`src/rtl/rtcirq_regs.svh`:
```
// Register offsets, field positions, reset values and timing counts of
// the interrupt and rate-select block. Assumes a 20 MHz system clock.
`ifndef RTCIRQ_REGS_SVH
`define RTCIRQ_REGS_SVH

`define RTCIRQ_ADDR_W        12
`define RTCIRQ_OFF_CTRL_A    12'h000
`define RTCIRQ_OFF_CTRL_B    12'h004
`define RTCIRQ_OFF_FLAGS     12'h008
`define RTCIRQ_OFF_MEM       12'h100
`define RTCIRQ_MEM_BYTES     114
`define RTCIRQ_MEM_LAST      7'h71
`define RTCIRQ_MEM_IDX_HI    8
`define RTCIRQ_MEM_IDX_LO    2
`define RTCIRQ_OFF_MEM_END   12'h2C4
`define RTCIRQ_MEM_BASE_IDX  7'h40

`define RTCIRQ_A_OSC_HI      6
`define RTCIRQ_A_OSC_LO      4
`define RTCIRQ_A_RATE_HI     3
`define RTCIRQ_A_RATE_LO     0
`define RTCIRQ_B_EN_HI       6
`define RTCIRQ_B_EN_LO       4
`define RTCIRQ_B_SQUARE_WAVE_ENABLE        3
`define RTCIRQ_F_SUMMARY     7
`define RTCIRQ_F_HI          6
`define RTCIRQ_F_LO          4

`define RTCIRQ_SRC_PERIODIC  2
`define RTCIRQ_SRC_ALARM     1
`define RTCIRQ_SRC_UPDATE    0

`define RTCIRQ_RST_OSC       3'h0
`define RTCIRQ_RST_RATE      4'h0
`define RTCIRQ_RST_EN        3'h0
`define RTCIRQ_OSC_RUN       3'h2
`define RTCIRQ_OSC_HOLD      2'h3

`define RTCIRQ_RATE_OFF      4'h0
`define RTCIRQ_RATE_256      4'h1
`define RTCIRQ_RATE_128      4'h2
`define RTCIRQ_TAP_256       4'h6
`define RTCIRQ_TAP_128       4'h7
`define RTCIRQ_TAP_OFFSET    4'h2

`define RTCIRQ_CLK_PERIOD_NS 50
`define RTCIRQ_CLK_HZ        25'h1312D00
`define RTCIRQ_TIMEBASE_HZ   25'h0008000

`define RTCIRQ_RESP_OKAY     2'h0
`define RTCIRQ_RESP_SLVERR   2'h2

`endif

```
`src/rtl/rtcirq_pkg.sv`:
```
// Types shared by the interrupt and rate-select block.
// Assumes the constants header is included by each user.
package rtcirq_pkg;

    typedef enum logic [1:0] {
        RTCIRQ_ST_IDLE = 2'h1,
        RTCIRQ_ST_RESP = 2'h2
    } rtcirq_state_type;

    typedef enum logic [2:0] {
        RTCIRQ_SEL_NONE,
        RTCIRQ_SEL_CTRL_A,
        RTCIRQ_SEL_CTRL_B,
        RTCIRQ_SEL_FLAGS,
        RTCIRQ_SEL_MEM
    } rtcirq_sel_type;

endpackage

```
`src/rtl/rtcirq_top.sv`:
```
// Interrupt flags, enables, square-wave output and general memory of
// the real-time clock, reached over an AXI4-Lite slave.
// Assumes alarm and update-done events arrive as one-cycle pulses in clk.
`timescale 1ns/1ps
`default_nettype none
`include "rtcirq_regs.svh"

module rtcirq_top
    import rtcirq_pkg::*;
(
    input  wire logic        clk,
    input  wire logic        sys_rst,
    input  wire logic        alarm_event,
    input  wire logic        update_done_event,
    output logic             irq_n,
    output logic             square_wave_out,
    input  wire logic [11:0] s_axi_awaddr,
    input  wire logic        s_axi_awvalid,
    output logic             s_axi_awready,
    input  wire logic [31:0] s_axi_wdata,
    input  wire logic [3:0]  s_axi_wstrb,
    input  wire logic        s_axi_wvalid,
    output logic             s_axi_wready,
    output logic [1:0]       s_axi_bresp,
    output logic             s_axi_bvalid,
    input  wire logic        s_axi_bready,
    input  wire logic [11:0] s_axi_araddr,
    input  wire logic        s_axi_arvalid,
    output logic             s_axi_arready,
    output logic [31:0]      s_axi_rdata,
    output logic [1:0]       s_axi_rresp,
    output logic             s_axi_rvalid,
    input  wire logic        s_axi_rready
);

    rtcirq_state_type wr_st_r;
    rtcirq_state_type rd_st_r;
    logic [11:0]      aw_addr_r;
    logic             aw_got_r;
    logic [31:0]      w_data_r;
    logic [3:0]       w_strb_r;
    logic             w_got_r;
    logic             awready_r;
    logic             wready_r;
    logic             bvalid_r;
    logic [1:0]       bresp_r;
    logic             arready_r;
    logic             rvalid_r;
    logic [1:0]       rresp_r;
    logic [31:0]      rdata_r;

    logic [2:0]       osc_ctrl_r;
    logic [3:0]       rate_sel_r;
    logic [2:0]       irq_enable_r;
    logic [2:0]       irq_enable_nxt;
    logic             square_wave_enable_r;
    logic [2:0]       flags_r;
    logic [2:0]       flags_nxt;
    logic [2:0]       events;
    logic             irq_n_r;
    logic             sqw_r;
    logic [7:0]       nvram_mem [0:`RTCIRQ_MEM_BYTES-1];

    logic             aw_fire;
    logic             w_fire;
    logic             b_fire;
    logic             ar_fire;
    logic             r_fire;
    logic             wr_do;
    logic             wr_lane;
    rtcirq_sel_type   wr_sel;
    rtcirq_sel_type   rd_sel;
    logic             flags_clear;
    logic [31:0]      rd_word;
    logic             tap_level;
    logic             tap_rise;

    // Address decode shared by the write and read paths
    function automatic rtcirq_sel_type rtcirq_decode(input logic [11:0] a);
        if (a == `RTCIRQ_OFF_CTRL_A) begin
            return RTCIRQ_SEL_CTRL_A;
        end else if (a == `RTCIRQ_OFF_CTRL_B) begin
            return RTCIRQ_SEL_CTRL_B;
        end else if (a == `RTCIRQ_OFF_FLAGS) begin
            return RTCIRQ_SEL_FLAGS;
        end else if (a >= `RTCIRQ_OFF_MEM && a <= `RTCIRQ_OFF_MEM_END &&
                     a[1:0] == 2'h0) begin
            return RTCIRQ_SEL_MEM;
        end else begin
            return RTCIRQ_SEL_NONE;
        end
    endfunction

    function automatic logic [6:0] rtcirq_mem_idx(input logic [11:0] a);
        // The window straddles a 512-byte boundary; 7-bit wrap gives 0..113
        return a[`RTCIRQ_MEM_IDX_HI:`RTCIRQ_MEM_IDX_LO] - `RTCIRQ_MEM_BASE_IDX;
    endfunction

    assign aw_fire = s_axi_awvalid && awready_r;
    assign w_fire  = s_axi_wvalid && wready_r;
    assign b_fire  = bvalid_r && s_axi_bready;
    assign ar_fire = s_axi_arvalid && arready_r;
    assign r_fire  = rvalid_r && s_axi_rready;
    assign wr_do   = (wr_st_r == RTCIRQ_ST_IDLE) && aw_got_r && w_got_r;
    assign wr_lane = w_strb_r[0];
    assign wr_sel  = rtcirq_decode(aw_addr_r);
    assign rd_sel  = rtcirq_decode(s_axi_araddr);
    assign flags_clear = ar_fire && (rd_sel == RTCIRQ_SEL_FLAGS);

    // Write address and data are taken in either order, then one response
    always_ff @(posedge clk) begin
        if (sys_rst) begin
            aw_addr_r <= 12'h000;
            aw_got_r  <= 1'b0;
            awready_r <= 1'b0;
        end else if (aw_fire) begin
            aw_addr_r <= s_axi_awaddr;
            aw_got_r  <= 1'b1;
            awready_r <= 1'b0;
        end else if (wr_do) begin
            aw_got_r <= 1'b0;
        end else if (wr_st_r == RTCIRQ_ST_IDLE && !aw_got_r) begin
            awready_r <= 1'b1;
        end
    end

    always_ff @(posedge clk) begin
        if (sys_rst) begin
            w_data_r <= 32'h0000_0000;
            w_strb_r <= 4'h0;
            w_got_r  <= 1'b0;
            wready_r <= 1'b0;
        end else if (w_fire) begin
            w_data_r <= s_axi_wdata;
            w_strb_r <= s_axi_wstrb;
            w_got_r  <= 1'b1;
            wready_r <= 1'b0;
        end else if (wr_do) begin
            w_got_r <= 1'b0;
        end else if (wr_st_r == RTCIRQ_ST_IDLE && !w_got_r) begin
            wready_r <= 1'b1;
        end
    end

    always_ff @(posedge clk) begin
        if (sys_rst) begin
            wr_st_r  <= RTCIRQ_ST_IDLE;
            bvalid_r <= 1'b0;
            bresp_r  <= `RTCIRQ_RESP_OKAY;
        end else begin
            case (wr_st_r)
                RTCIRQ_ST_IDLE: begin
                    if (wr_do) begin
                        wr_st_r  <= RTCIRQ_ST_RESP;
                        bvalid_r <= 1'b1;
                        bresp_r  <= (wr_sel == RTCIRQ_SEL_NONE) ?
                                    `RTCIRQ_RESP_SLVERR : `RTCIRQ_RESP_OKAY;
                    end
                end
                RTCIRQ_ST_RESP: begin
                    if (b_fire) begin
                        wr_st_r  <= RTCIRQ_ST_IDLE;
                        bvalid_r <= 1'b0;
                    end
                end
                default: begin
                    wr_st_r  <= RTCIRQ_ST_IDLE;
                    bvalid_r <= 1'b0;
                end
            endcase
        end
    end

    // Oscillator and rate control; reset leaves the oscillator stopped
    always_ff @(posedge clk) begin
        if (sys_rst) begin
            osc_ctrl_r <= `RTCIRQ_RST_OSC;
            rate_sel_r <= `RTCIRQ_RST_RATE;
        end else if (wr_do && wr_lane && wr_sel == RTCIRQ_SEL_CTRL_A) begin
            osc_ctrl_r <= w_data_r[`RTCIRQ_A_OSC_HI:`RTCIRQ_A_OSC_LO];
            rate_sel_r <= w_data_r[`RTCIRQ_A_RATE_HI:`RTCIRQ_A_RATE_LO];
        end
    end

    always_comb begin
        irq_enable_nxt = irq_enable_r;
        if (wr_do && wr_lane && wr_sel == RTCIRQ_SEL_CTRL_B) begin
            irq_enable_nxt = w_data_r[`RTCIRQ_B_EN_HI:`RTCIRQ_B_EN_LO];
        end
    end

    always_ff @(posedge clk) begin
        if (sys_rst) begin
            irq_enable_r         <= `RTCIRQ_RST_EN;
            square_wave_enable_r <= 1'b0;
        end else begin
            irq_enable_r <= irq_enable_nxt;
            if (wr_do && wr_lane && wr_sel == RTCIRQ_SEL_CTRL_B) begin
                square_wave_enable_r <= w_data_r[`RTCIRQ_B_SQUARE_WAVE_ENABLE];
            end
        end
    end

    // Alarm matching and update sequencing sit outside this block
    assign events[`RTCIRQ_SRC_PERIODIC] = tap_rise;
    assign events[`RTCIRQ_SRC_ALARM]    = alarm_event;
    assign events[`RTCIRQ_SRC_UPDATE]   = update_done_event;

    // Set wins over the read clear, so an event during a read survives it
    generate
        for (genvar k = 0; k < 3; k++) begin : g_flag
            assign flags_nxt[k] = (flags_r[k] && !flags_clear) ||
                                  events[k];
            always_ff @(posedge clk) begin
                if (sys_rst) begin
                    flags_r[k] <= 1'b0;
                end else begin
                    flags_r[k] <= flags_nxt[k];
                end
            end
        end
    endgenerate

    // Built from next values so the pin tracks flags and enables exactly
    always_ff @(posedge clk) begin
        if (sys_rst) begin
            irq_n_r <= 1'b1;
        end else begin
            irq_n_r <= !(|(flags_nxt & irq_enable_nxt));
        end
    end

    always_ff @(posedge clk) begin
        if (sys_rst) begin
            sqw_r <= 1'b0;
        end else begin
            sqw_r <= square_wave_enable_r && tap_level;
        end
    end

    // Memory stays open during updates; no update gating on this path
    always_ff @(posedge clk) begin
        if (wr_do && wr_lane && wr_sel == RTCIRQ_SEL_MEM) begin
            nvram_mem[rtcirq_mem_idx(aw_addr_r)] <= w_data_r[7:0];
        end
    end

    always_comb begin
        rd_word = 32'h0000_0000;
        case (rd_sel)
            RTCIRQ_SEL_CTRL_A: begin
                rd_word[`RTCIRQ_A_OSC_HI:`RTCIRQ_A_OSC_LO]   = osc_ctrl_r;
                rd_word[`RTCIRQ_A_RATE_HI:`RTCIRQ_A_RATE_LO] = rate_sel_r;
            end
            RTCIRQ_SEL_CTRL_B: begin
                rd_word[`RTCIRQ_B_EN_HI:`RTCIRQ_B_EN_LO] = irq_enable_r;
                rd_word[`RTCIRQ_B_SQUARE_WAVE_ENABLE] = square_wave_enable_r;
            end
            RTCIRQ_SEL_FLAGS: begin
                rd_word[`RTCIRQ_F_SUMMARY] = !irq_n_r;
                rd_word[`RTCIRQ_F_HI:`RTCIRQ_F_LO] = flags_r;
            end
            RTCIRQ_SEL_MEM: begin
                rd_word[7:0] = nvram_mem[rtcirq_mem_idx(s_axi_araddr)];
            end
            default: begin
                rd_word = 32'h0000_0000;
            end
        endcase
    end

    // Read data is captured once and held, so flags cannot shift under it
    always_ff @(posedge clk) begin
        if (sys_rst) begin
            rd_st_r   <= RTCIRQ_ST_IDLE;
            arready_r <= 1'b0;
            rvalid_r  <= 1'b0;
            rresp_r   <= `RTCIRQ_RESP_OKAY;
            rdata_r   <= 32'h0000_0000;
        end else begin
            case (rd_st_r)
                RTCIRQ_ST_IDLE: begin
                    if (ar_fire) begin
                        rd_st_r   <= RTCIRQ_ST_RESP;
                        arready_r <= 1'b0;
                        rvalid_r  <= 1'b1;
                        rdata_r   <= rd_word;
                        rresp_r   <= (rd_sel == RTCIRQ_SEL_NONE) ?
                                     `RTCIRQ_RESP_SLVERR : `RTCIRQ_RESP_OKAY;
                    end else begin
                        arready_r <= 1'b1;
                    end
                end
                RTCIRQ_ST_RESP: begin
                    if (r_fire) begin
                        rd_st_r   <= RTCIRQ_ST_IDLE;
                        rvalid_r  <= 1'b0;
                        arready_r <= 1'b1;
                    end
                end
                default: begin
                    rd_st_r  <= RTCIRQ_ST_IDLE;
                    rvalid_r <= 1'b0;
                end
            endcase
        end
    end

    rtcirq_div u_div (
        .clk       (clk),
        .sys_rst   (sys_rst),
        .osc_ctrl  (osc_ctrl_r),
        .rate_sel  (rate_sel_r),
        .tap_level (tap_level),
        .tap_rise  (tap_rise)
    );

    assign irq_n           = irq_n_r;
    assign square_wave_out = sqw_r;
    assign s_axi_awready   = awready_r;
    assign s_axi_wready    = wready_r;
    assign s_axi_bvalid    = bvalid_r;
    assign s_axi_bresp     = bresp_r;
    assign s_axi_arready   = arready_r;
    assign s_axi_rvalid    = rvalid_r;
    assign s_axi_rresp     = rresp_r;
    assign s_axi_rdata     = rdata_r;
endmodule // rtcirq_top

`default_nettype wire

```
`src/rtl/rtcirq_div.sv`:
```
// Timebase tick, 15-stage divider chain and tap multiplexer.
// Assumes oscillator control and rate select come from flops in clk.
`timescale 1ns/1ps
`default_nettype none
`include "rtcirq_regs.svh"

module rtcirq_div
    import rtcirq_pkg::*;
(
    input  wire logic       clk,
    input  wire logic       sys_rst,
    input  wire logic [2:0] osc_ctrl,
    input  wire logic [3:0] rate_sel,
    output logic            tap_level,
    output logic            tap_rise
);

    logic [24:0] phase_r;
    logic [24:0] phase_sum;
    logic        tick_r;
    logic [14:0] chain_r;
    logic        osc_on;
    logic        chain_run;
    logic        chain_hold;
    logic        tap_now;
    logic        tap_level_r;
    logic        tap_rise_r;

    // Returns the chain bit for a rate code, bit 4 set when none
    function automatic logic [4:0] rtcirq_tap(input logic [3:0] rs);
        if (rs == `RTCIRQ_RATE_OFF) begin
            return {1'b1, 4'h0};
        end else if (rs == `RTCIRQ_RATE_256) begin
            return {1'b0, `RTCIRQ_TAP_256};
        end else if (rs == `RTCIRQ_RATE_128) begin
            return {1'b0, `RTCIRQ_TAP_128};
        end else begin
            return {1'b0, rs - `RTCIRQ_TAP_OFFSET};
        end
    endfunction

    assign chain_hold = (osc_ctrl[2:1] == `RTCIRQ_OSC_HOLD);
    assign chain_run  = (osc_ctrl == `RTCIRQ_OSC_RUN);
    assign osc_on     = chain_run | chain_hold;
    assign phase_sum  = phase_r + `RTCIRQ_TIMEBASE_HZ;

    // Fractional accumulator gives a 32.768 kHz mean tick without a PLL
    always_ff @(posedge clk) begin
        if (sys_rst) begin
            phase_r <= 25'h0;
            tick_r  <= 1'b0;
        end else if (!osc_on) begin
            tick_r <= 1'b0;
        end else if (phase_sum >= `RTCIRQ_CLK_HZ) begin
            phase_r <= phase_sum - `RTCIRQ_CLK_HZ;
            tick_r  <= 1'b1;
        end else begin
            phase_r <= phase_sum;
            tick_r  <= 1'b0;
        end
    end

    always_ff @(posedge clk) begin
        if (sys_rst || chain_hold) begin
            chain_r <= 15'h0;
        end else if (tick_r && chain_run) begin
            chain_r <= chain_r + 15'h1;
        end
    end

    always_comb begin
        logic [4:0] sel;
        sel     = rtcirq_tap(rate_sel);
        tap_now = !sel[4] && chain_r[sel[3:0]];
    end

    // A rate change may produce one extra edge; accepted as harmless
    always_ff @(posedge clk) begin
        if (sys_rst) begin
            tap_level_r <= 1'b0;
            tap_rise_r  <= 1'b0;
        end else begin
            tap_level_r <= tap_now;
            tap_rise_r  <= tap_now && !tap_level_r;
        end
    end

    assign tap_level = tap_level_r;
    assign tap_rise  = tap_rise_r;
endmodule // rtcirq_div

`default_nettype wire

```
`config.mk`:
```
export PLATFORM = sky130hd
export DESIGN_NAME = rtcirq_top
export DESIGN_NICKNAME = d
export VERILOG_FILES = /design/src/rtl/rtcirq_pkg.sv /design/src/rtl/rtcirq_top.sv /design/src/rtl/rtcirq_div.sv
export VERILOG_INCLUDE_DIRS = /design/src /design/src/rtl
export SDC_FILE = /design/constraint.sdc
export NUM_CORES = 1
export LEC_CHECK = 0
export BUFFER_PORTS_ARGS = -buffer_cell sky130_fd_sc_hd__buf_4
export CORE_UTILIZATION = 50
export CTS_CLUSTER_SIZE = 25
export DETAILED_ROUTE_END_ITERATION = 16
export GPL_ROUTABILITY_DRIVEN = 0
export PLACE_DENSITY = 0.69
export SLEW_MARGIN = 5
export SYNTH_ARGS = -nofsm -noshare
export SYNTH_HDL_FRONTEND = slang
export SYNTH_SLANG_ARGS = --single-unit
```
`constraint.sdc`:
```
create_clock -name clk -period 2.6 [get_ports clk]
set_input_delay 0 -clock clk [delete_from_list [all_inputs] [get_ports clk]]
set_output_delay 0 -clock clk [all_outputs]
set_load 0.02 [all_outputs]
```
# After elaboration in Yosys (flattened, before gate mapping)
# Memory sizes are Yosys's and may differ from the RTL's.
# Cells that the tools add are included.
word_totals:
  reg_bits: 103
  mem_bits_rw: 912
  inputBits: 69
  output_inout_bits: 43
  elab_cells: 168
  n_memories: 1
memory_table:
  columns: ["name", "words", "word_bits", "rd", "rd_ports_with_merged_regs", "write_ports", "line_no", "source"]
  rows:
  - ["nvram_mem", 114, 8, 1, 0, 1, "rtcirq_top.sv:62", "logic [7:0] nvram_mem [0:`RTCIRQ_MEM_BYTES-1];"]
classes:
  n_addsub: 6
  n_lt_le_gt_ge: 6
  eq_ne: 23
  mux: 42
  n_bitwise: 4
  reduce_logical: 57
ops:
  columns: ["cell", "n"]
  rows:
  - ["$mux W3", 9]
  - ["$add A25 B16 Y25 const B", 1]
  - ["$ge A25 B25 Y1 const B", 1]
  - ["$logic_and A1 B1 Y1", 25]
  - ["$mux W25", 1]
  - ["$sub A25 B25 Y25 const B", 1]
  - ["$eq A12 B3 Y1 const B", 2]
  - ["$eq A12 B4 Y1 const B", 2]
  - ["$ge A12 B9 Y1 const B", 2]
  - ["$le A12 B10 Y1 const B", 2]
  - ["$logic_not A12 Y1", 2]
  - ["$add A15 B1 Y15 const B", 1]
  - ["$reduce_and A2 Y1", 7]
  - ["$sub A7 B7 Y7 const B", 2]
  - ["$mux W1", 13]
  - ["$eq A3 B2 Y1 const B", 4]
  - ["$mux W2", 6]
  - ["$pmux W3 S4", 1]
  - ["$mux W5", 2]
  - ["$ne A2 B2 Y1 const B", 4]
  - ["$pmux W1 S2", 4]
  - ["$pmux W2 S2", 2]
  - ["$logic_not A1 Y1", 7]
  - ["$eq A2 B2 Y1 const B", 3]
  - ["other kinds (21)", 34]

# Logic depth before layout (Yosys ltp)
# Gate-level depths: netlist (run 1).
depth:
  depth_word: 15
  ltp_mapped: 13
  depth_no_buf: 9

# Cells and area by module
# A second synthesis (run 1) with hierarchy kept.
unflattened:
  hier_cells: 2351
  hier_area_um2: 40720.3
by_module_without_submodules:
  columns: ["mod", "instances", "cells_per_inst", "area_per_inst_um2", "seq_area_each_um2"]
  rows:
  - ["rtcirq_top", 1, 2057, 38237.9, 28507.3]
  - ["rtcirq_div", 1, 294, 2482.4, 700.7]

# Least setup slack after synthesis (run 1)
# Ideal clock, no wire load.
synth_timing:
  path_type: "register to register"
  start: "reg aw_addr_r[3]"
  end: "mem nvram_mem[35][0] (enable)"
  setup_ns: 0.370
  t_arrival_ns: 2.515
  t_required_ns: 2.230
  path_slack_ns: -0.286
  path_stages_with_launch: 10
  synth_period_minus_slack_ns: 2.886
  path_cell_list: "dfxtp_1 -> nor3_1 -> a21oi_1 -> nor3b_1 -> o21ai_1 -> or4_1 -> or3b_2 -> clkbuf_1 -> buf_2 -> nor2_1"
synth_via:
  elab_chain_len: 11
  word_cells_on_any_way: 16
  cone_classes: "add/sub (1); order compare (2); eq/ne (3); mux (6); reduce/logical (4)"
synth_lines:
  columns: ["item", "line_no", "source"]
  rows:
  - ["start, declared", "rtcirq_top.sv:38", "logic [11:0] aw_addr_r;"]
  - ["start signal, assigned", "rtcirq_top.sv:117", "aw_addr_r <= s_axi_awaddr;"]
  - ["$ge A12 B9 Y1 (no source line) / $le A12 B10 Y1 (equally long branches)", null, null]
  - ["$logic_and A1 B1 Y1 (no source line)", null, null]
  - ["$logic_and A1 B1 Y1", "rtcirq_top.sv:86", "end else if (a >= `RTCIRQ_OFF_MEM && a <= `RTCIRQ_OFF_MEM_END &&"]
  - ["$mux W3", "rtcirq_top.sv:86", null]
  - ["$mux W3", "rtcirq_top.sv:84", "end else if (a == `RTCIRQ_OFF_FLAGS) begin"]
  - ["$mux W3", "rtcirq_top.sv:82", "end else if (a == `RTCIRQ_OFF_CTRL_B) begin"]
  - ["$mux W3", "rtcirq_top.sv:80", "if (a == `RTCIRQ_OFF_CTRL_A) begin"]
  - ["$eq A3 B3 Y1", "rtcirq_top.sv:243", "if (wr_do && wr_lane && wr_sel == RTCIRQ_SEL_MEM) begin"]
  - ["$logic_and A1 B1 Y1", "rtcirq_top.sv:243", null]
  - ["$mux W1", "rtcirq_top.sv:243", null]
  - ["$mux W1 (not written as such)", "rtcirq_top.sv:244", "nvram_mem[rtcirq_mem_idx(aw_addr_r)] <= w_data_r[7:0];"]
  - ["end, declared", "rtcirq_top.sv:62", null]
# Parallel ways exist; a longest one is shown, timed or not.

# Worst setup path after layout (run 1)
layout_timing:
  start: "reg aw_addr_r[3]"
  end: "mem nvram_mem[97][3] (enable)"
# The elaborated chain is that of the path after synthesis.

==> flow_summary.toml, run 1 <==
[setup_path]
reg2reg_from = "aw_addr_r[3]"
crit_path_end_kind = "flip-flop"
cp_top_family = "simple AND/OR/NAND/NOR gates"
arrival_ns = 3.06
cp.required_ns = 2.97
cp_slowest_stage_delay_ns = 0.56
r2r_slack_ns = -0.09
path_class = "reg2reg"
crit_chain = "nor3_2 -> a21oi_1 -> nor3b_2 -> o21ai_1 -> or4_4 -> or3_1 -> buf_12 -> nor2_1 -> buf_4"
r2r_end = "nvram_mem[97][3]"
start_kind = "flip-flop"
cp_slowest_cell = "or4_4"
critPathBufInv = 2
r2r_cells = 9
critPathMaxFanout = 11

[timing]
grt_setup_unrepaired = "true"
finalSetupViolations = 325
final_max_slew_viol_count = 0
tightest_slew_ns = 0.816
slew_headroom = 0.456
fin_crit_sh = 1.04
setup_slack_ns = -0.0936
timing.hold.ws_ns = 0.0209
fin_crit_ns = 2.69
clock.fmax_mhz = 371
skew_ns = 0.0372
finalHoldViolations = 0

[yosys]
synthesis.area_um2 = 40400
ys_ff_latch = 1003
yosysWarningCount = 0
synth_commonest_cells = "edfxtp_1 (912), mux4_2 (233), nor2_1 (210)"
yosysTopAreaCellShare = 0.677
synthTopCellsByArea = "edfxtp_1 (68%), mux4_2 (13%), dfxtp_1 (4.5%)"
synth.distinct_cells = 69
async_flop_share = 0
synth_edf_count = 912
synthesis.instances = 2267
avgSynthCellArea_um2 = 17.8
synth_area_leader_cell = "edfxtp_1"
synth.most_common_cell = "edfxtp_1"
seq_area_frac_synth = 0.722
synth-main-ff-cell = "edfxtp_1"

[floorplan]
ioPinCount = 112
rows = 103
coreArea_um2 = 79500
die_x_um = 286
initial_utilization = 0.508
die_h_um = 286
die-area_um2 = 82000

[run_status]
run_status = "finished with violations"
violations = "negative setup slack"

[global_route]
grt_start_max_net_pins = 82
grt_pass1_wl_mm = 152
grt_usage = 0.254
grt_pass1_vias = 23336
gr-total-overflow = 0
antenna_found_initial = 1

[final_layout]
nets = 2754
instances_no_fill = 3814
areaGrowthSynthToFinish_pct = 21.0
fillers = 5494
drive_gt1_frac = 0.307

[route]
wl_per_cell_um = 26.9
dr.pass1.iters = 5
totalWireLength_mm = 103
drt_iter0_drc = 2619
ant_nets = 0
vias = 23123
routed_via_density = 6.06
post-route-drc-count = 0

[job]
max_cap_violations = 0

[pwr]
combPwrFrac = 0.056
leakagePower_nw = 15.6
net-switching-power_mw = 7.23
p_int_mw = 27.0
pwr-share-clk = 0.427
p_per_area_nw_per_um2 = 700
ir_drop_mv = 0.485
p_seq_frac = 0.517
switching_share = 0.211

[worst_hold_path]
holdCritStartpoint = "s_axi_araddr[1]"
whs_path_depth = 6
hp-class = "in2reg"
holdPathEnd = "s_axi_rdata[6]"

[place]
place_inst = 3541
io_buffers = 58
post-dp-hpwl_mm = 66.2

[clocking]
clkSinkCount = 1003
clock_latency_ns = 0.67
h-tree-depth = 3
cts_buffers = 99
cts_tree = "yes"
cts.path.max_buffers = 3
root_buffer = "clkbuf_16"
path_clk_slew_ns = 0.06
power groups by stage:
stage / clock [mW] / combinational [mW] / sequential, mW
final: 14.6 / 1.92 / 17.7
after CTS: 14.8 / 1.89 / 17.7
after global routing: 15.4 / 2.01 / 17.7
after floorplan: 0 / 0.962 / 18.1
after detailed placement: 0 / 1.79 / 18.1
after global placement: 0 / 1.76 / 18.1
worst min-delay path, delay by kind of cell:
kind / cells / cell delay (ns)
compound gates: 2 / 0.21
buf+inv: 1 / 0.09
simple gates: 3 / 0.33
cells in the final DEF (no fill, tap or decap), types with 9 or more instances in the layout:
cell / netlist / layout
clkinvlp_4: 0 / 9
nor2_1: 210 / 150
nor3_1: 25 / 23
bufinv_16: 0 / 13
nand2_1: 128 / 128
a31oi_1: 9 / 9
dfxtp_1: 91 / 78
conb_1: 1 / 26
xnor2_1: 12 / 11
a21oi_1: 71 / 70
o22ai_1: 14 / 14
a211oi_1: 29 / 26
nor2b_1: 29 / 29
clkbuf_1: 53 / 22
clkinv_1: 1 / 19
nor2_4: 0 / 46
buf_12: 0 / 40
clkinv_2: 0 / 14
edfxtp_1: 912 / 912
mux2i_1: 86 / 86
xor2_1: 11 / 11
inv_1: 20 / 20
buf_4: 40 / 291
nor2_2: 0 / 14
buf_6: 12 / 17
mux4_2: 233 / 233
o21ai_0: 39 / 39
nand3_1: 30 / 30
dlygate4sd3_1: 0 / 82
clkbuf_16: 0 / 103
mux2_2: 15 / 15
nand4_1: 24 / 24
logic make-up (layout without fill, tap and decap cells):
kind of cell,count (synthesis),in the layout,share of synthesized area
AO/OA/AOI/OAI,224,224,0.0356
other,1,27,0.0000927
adder cells (fa/ha/maj),7,7,0.00217
AND/OR/NAND/NOR,503,503,0.0562
flip-flops,1003,1003,0.722
XOR/XNOR,23,23,0.00498
buffers and inverters,172,643,0.0233
multiplexers,334,334,0.155
worst max-delay path by stage:
| stage | to | start | cells past startpoint | slack (ns) |
|---|---|---|---|---|
| after floorplan | nvram_mem[107][0] | aw_addr_r[3] | 8 | -0.05 |
| after global placement | nvram_mem[77][0] | aw_addr_r[3] | 9 | -0.19 |
| after detailed placement | nvram_mem[109][5] | aw_addr_r[0] | 8 | -0.19 |
| after CTS | nvram_mem[107][7] | aw_addr_r[3] | 9 | -0.09 |
| after global routing | nvram_mem[1][5] | aw_addr_r[3] | 9 | -0.19 |
| final | nvram_mem[97][3] | aw_addr_r[3] | 9 | -0.09 |
metal layers:
| metal | part of all wire | vias to the layer above | GRT usage |
|---|---|---|---|
| li1 | - | 9860 | - |
| met1 | 0.40 | 11926 | 0.349 |
| met2 | 0.49 | 1165 | 0.411 |
| met3 | 0.086 | 172 | 0.0479 |
| met4 | 0.028 | 0 | 0.0822 |
| met5 | 0 | - | 0 |
final cells by class:
cell class                      count  area [um^2]  area share
Inverter                           23         86.3     0.00176
Timing Repair Buffer              434         4060      0.0829
Clock buffer                      126         2670      0.0547
Clock inverter                     60          677      0.0138
Antenna cell                        1         2.50   0.0000511
Sequential cell                  1003        29200       0.598
Tap cell                         1050         1310      0.0269
Multi-Input combinational cell   1117        10900       0.222
per-stage QoR:
stage                     setup TNS (ns)  total power, mW  worst slack (ns)   util  area [um^2]
after detailed placement          -40.74             19.8            -0.195  0.559        44400
after CTS                         -11.18             34.4           -0.0884  0.613        48700
final                             -11.69             34.2           -0.0936  0.615        48900
after global routing              -61.45             35.1            -0.186  0.615        48900
after global placement            -41.22             19.8            -0.195  0.559        44400
after floorplan                    -3.31             19.1           -0.0538      -        40900
what timing repair did:
action	4_1_cts	5_1_grt
setup buffers	3	1
resized for setup	17	55
pin swaps	13	9
setup endpoints to repair	565	927
hold buffers	82	0
endpoints found under the hold margin	43	0
state kept, by name, summed over array words and instances, names as in the netlist, 2 cells and up:
signal,flops
w_data_r,8
wr_st_r,2
rd_st_r,2
osc_ctrl_r,3
u_div.chain_r,15
flags_r,3
s_axi_rdata,8
irq_enable_r,3
nvram_mem,912
rate_sel_r,4
u_div.phase_r,17
aw_addr_r,12
Power figures use the tool's default switching activity.
==> inputs of run 2 (changes only) <==
--- a/config.mk
+++ b/config.mk
@@ -12,6 +12,7 @@
 export DETAILED_ROUTE_END_ITERATION = 16
 export GPL_ROUTABILITY_DRIVEN = 0
 export PLACE_DENSITY = 0.69
+export SETUP_SLACK_MARGIN = 0.15
 export SLEW_MARGIN = 5
 export SYNTH_ARGS = -nofsm -noshare
 export SYNTH_HDL_FRONTEND = slang
==> run 2 against run 1 <==
Compared with the run above: the flow still finishes with violations (negative setup slack); register-to-register slack got worse by 0.02 ns; design area fell by 0.38%; sequential share of layout area rose by 0.26 points; die area did not move; power fell by 0.50%; worst hold slack improved by 0.036 ns; utilization fell by 0.24 points; clock-buffer cell count fell by 10; routed wire length rose by 2.6%; largest power group unchanged; highest routed layer unchanged.
==> flow_summary.toml, run 2 (synthesis results as in run 1) <==
[run_status]
run_status = "finished with violations"
violations = "negative setup slack"

[timing]
finalHoldViolations = 0
tightest_slew_ns = 0.793
clock.fmax_mhz = 369
grt_setup_unrepaired = "true"
timing.hold.ws_ns = 0.0565
fin_crit_ns = 2.71
fin_crit_sh = 1.04
setup_slack_ns = -0.112
slew_headroom = 0.471
skew_ns = 0.0232
fin_setup_tns_ns = -18.20
final_max_slew_viol_count = 0
finalSetupViolations = 364

[final_layout]
seq_area_um2 = 29300
nets = 2752
instances_no_fill = 3810
multi_input_area_um2 = 10900
final_common_cell = "edfxtp_1"
largest_register = "nvram_mem"
areaGrowthSynthToFinish_pct = 20.5
largest_reg_flops = 912
diodes = 0
top_regs = "nvram_mem (912), u_div.phase_r (17), u_div.chain_r (15)"
mostFrequentLayoutCells = "edfxtp_1 (912), buf_4 (315), mux4_2 (233)"
fillers = 5442
drive_gt1_frac = 0.319

[setup_path]
cp_slowest_stage_delay_ns = 0.58
crit_start = "aw_addr_r[4]"
crit_chain = "nor3_2 -> a21oi_1 -> nor3b_2 -> o21ai_1 -> or4_4 -> or3b_4 -> buf_12 -> nor2_4 -> buf_6"
reg2reg_from = "aw_addr_r[4]"
cp_slowest_cell = "or4_4"
arrival_ns = 3.07
start_kind = "flip-flop"
cp.required_ns = 2.96
path_class = "reg2reg"
critPathMaxFanout = 8
crit_path_end_kind = "flip-flop"

[route]
vias = 23428
drt_iter0_drc = 2615
ant_nets = 0
wl_per_cell_um = 27.6
routed_via_density = 6.15
totalWireLength_mm = 105
dr.pass1.iters = 6
post-route-drc-count = 0

[pwr]
p_per_area_nw_per_um2 = 699
ir_drop_mv = 0.496
power_mw = 34.1
leakagePower_nw = 15.6

[place]
io_buffers = 58
place_inst = 3545
post-dp-hpwl_mm = 66.6
post-place-ws_ns = -0.259

[floorplan]
die_h_um = 286
die-area_um2 = 82000
die_x_um = 286
rows = 103
coreArea_um2 = 79500
ioPinCount = 112
initial_utilization = 0.508

[clocking]
clock_latency_ns = 0.67
cts_buffers = 99
h-tree-depth = 3
path_clk_slew_ns = 0.06
root_buffer = "clkbuf_16"
cts.path.max_buffers = 3
clkSinkCount = 1003
cts_tree = "yes"

[job]
max_cap_violations = 0

[global_route]
grt_pass1_wl_mm = 155
antenna_found_initial = 0
grt_pass1_vias = 23394
grt_start_max_net_pins = 92
grt_usage = 0.260
gr-total-overflow = 0

[worst_hold_path]
holdCritStartpoint = "s_axi_araddr[0]"
hp-class = "in2reg"
run 2: worst paths after layout:
check	to	slack [ns]	cells after the start
max	nvram_mem[11][0]	-0.11	9
min	s_axi_rdata[3]	0.06	6
max reg2reg	nvram_mem[11][0]	-0.11	9
min reg2reg	u_div.tap_rise	0.42	1
run 2: cell type report:
| type | count | share of cell area |
|---|---|---|
| Multi-Input combinational cell | 1117 | 0.224 |
| Inverter | 23 | 0.00177 |
| Timing Repair Buffer | 432 | 0.0796 |
| Sequential cell | 1003 | 0.600 |
| Clock inverter | 69 | 0.0144 |
| Tap cell | 1050 | 0.0270 |
| Clock buffer | 116 | 0.0530 |
run 2: worst max-delay path: cells and delay by family, from the launching register on:
family | cells | cell delay, ns
compound gates | 2 | 0.20
buf+inv | 2 | 0.35
flops | 1 | 0.33
simple gates | 5 | 1.52
run 2: timing repair:
| item | CTS | global route |
|---|---|---|
| hold buffers | 72 | 0 |
| hold endpoints to repair | 50 | 0 |
| gates resized for setup | 17 | 53 |
| gates cloned | 1 | 0 |
| endpoints found under the setup margin | 925 | 940 |
| buffers inserted | 1 | 6 |
| pin swaps | 11 | 14 |
run 2: per-layer routing:
layer / routed length [um] / up-vias / track usage
met2: 50100 / 1269 / 0.410
met3: 9690 / 186 / 0.0486
met5: 0 / - / 0
li1: - / 9850 / -
met1: 42200 / 12123 / 0.368
met4: 3350 / 0 / 0.0894
run 2: power by group:
part | internal [mW] | switching, mW
combinational | 0.795 | 1.10
clock | 8.34 | 6.11
sequential | 17.6 | 0.133
run 2: through the flow:
step,cell area (um^2),utilization
after floorplan,41000,-
after global placement,44400,0.558
after detailed placement,44400,0.558
after CTS,48500,0.610
after global routing,48700,0.613
final,48700,0.613
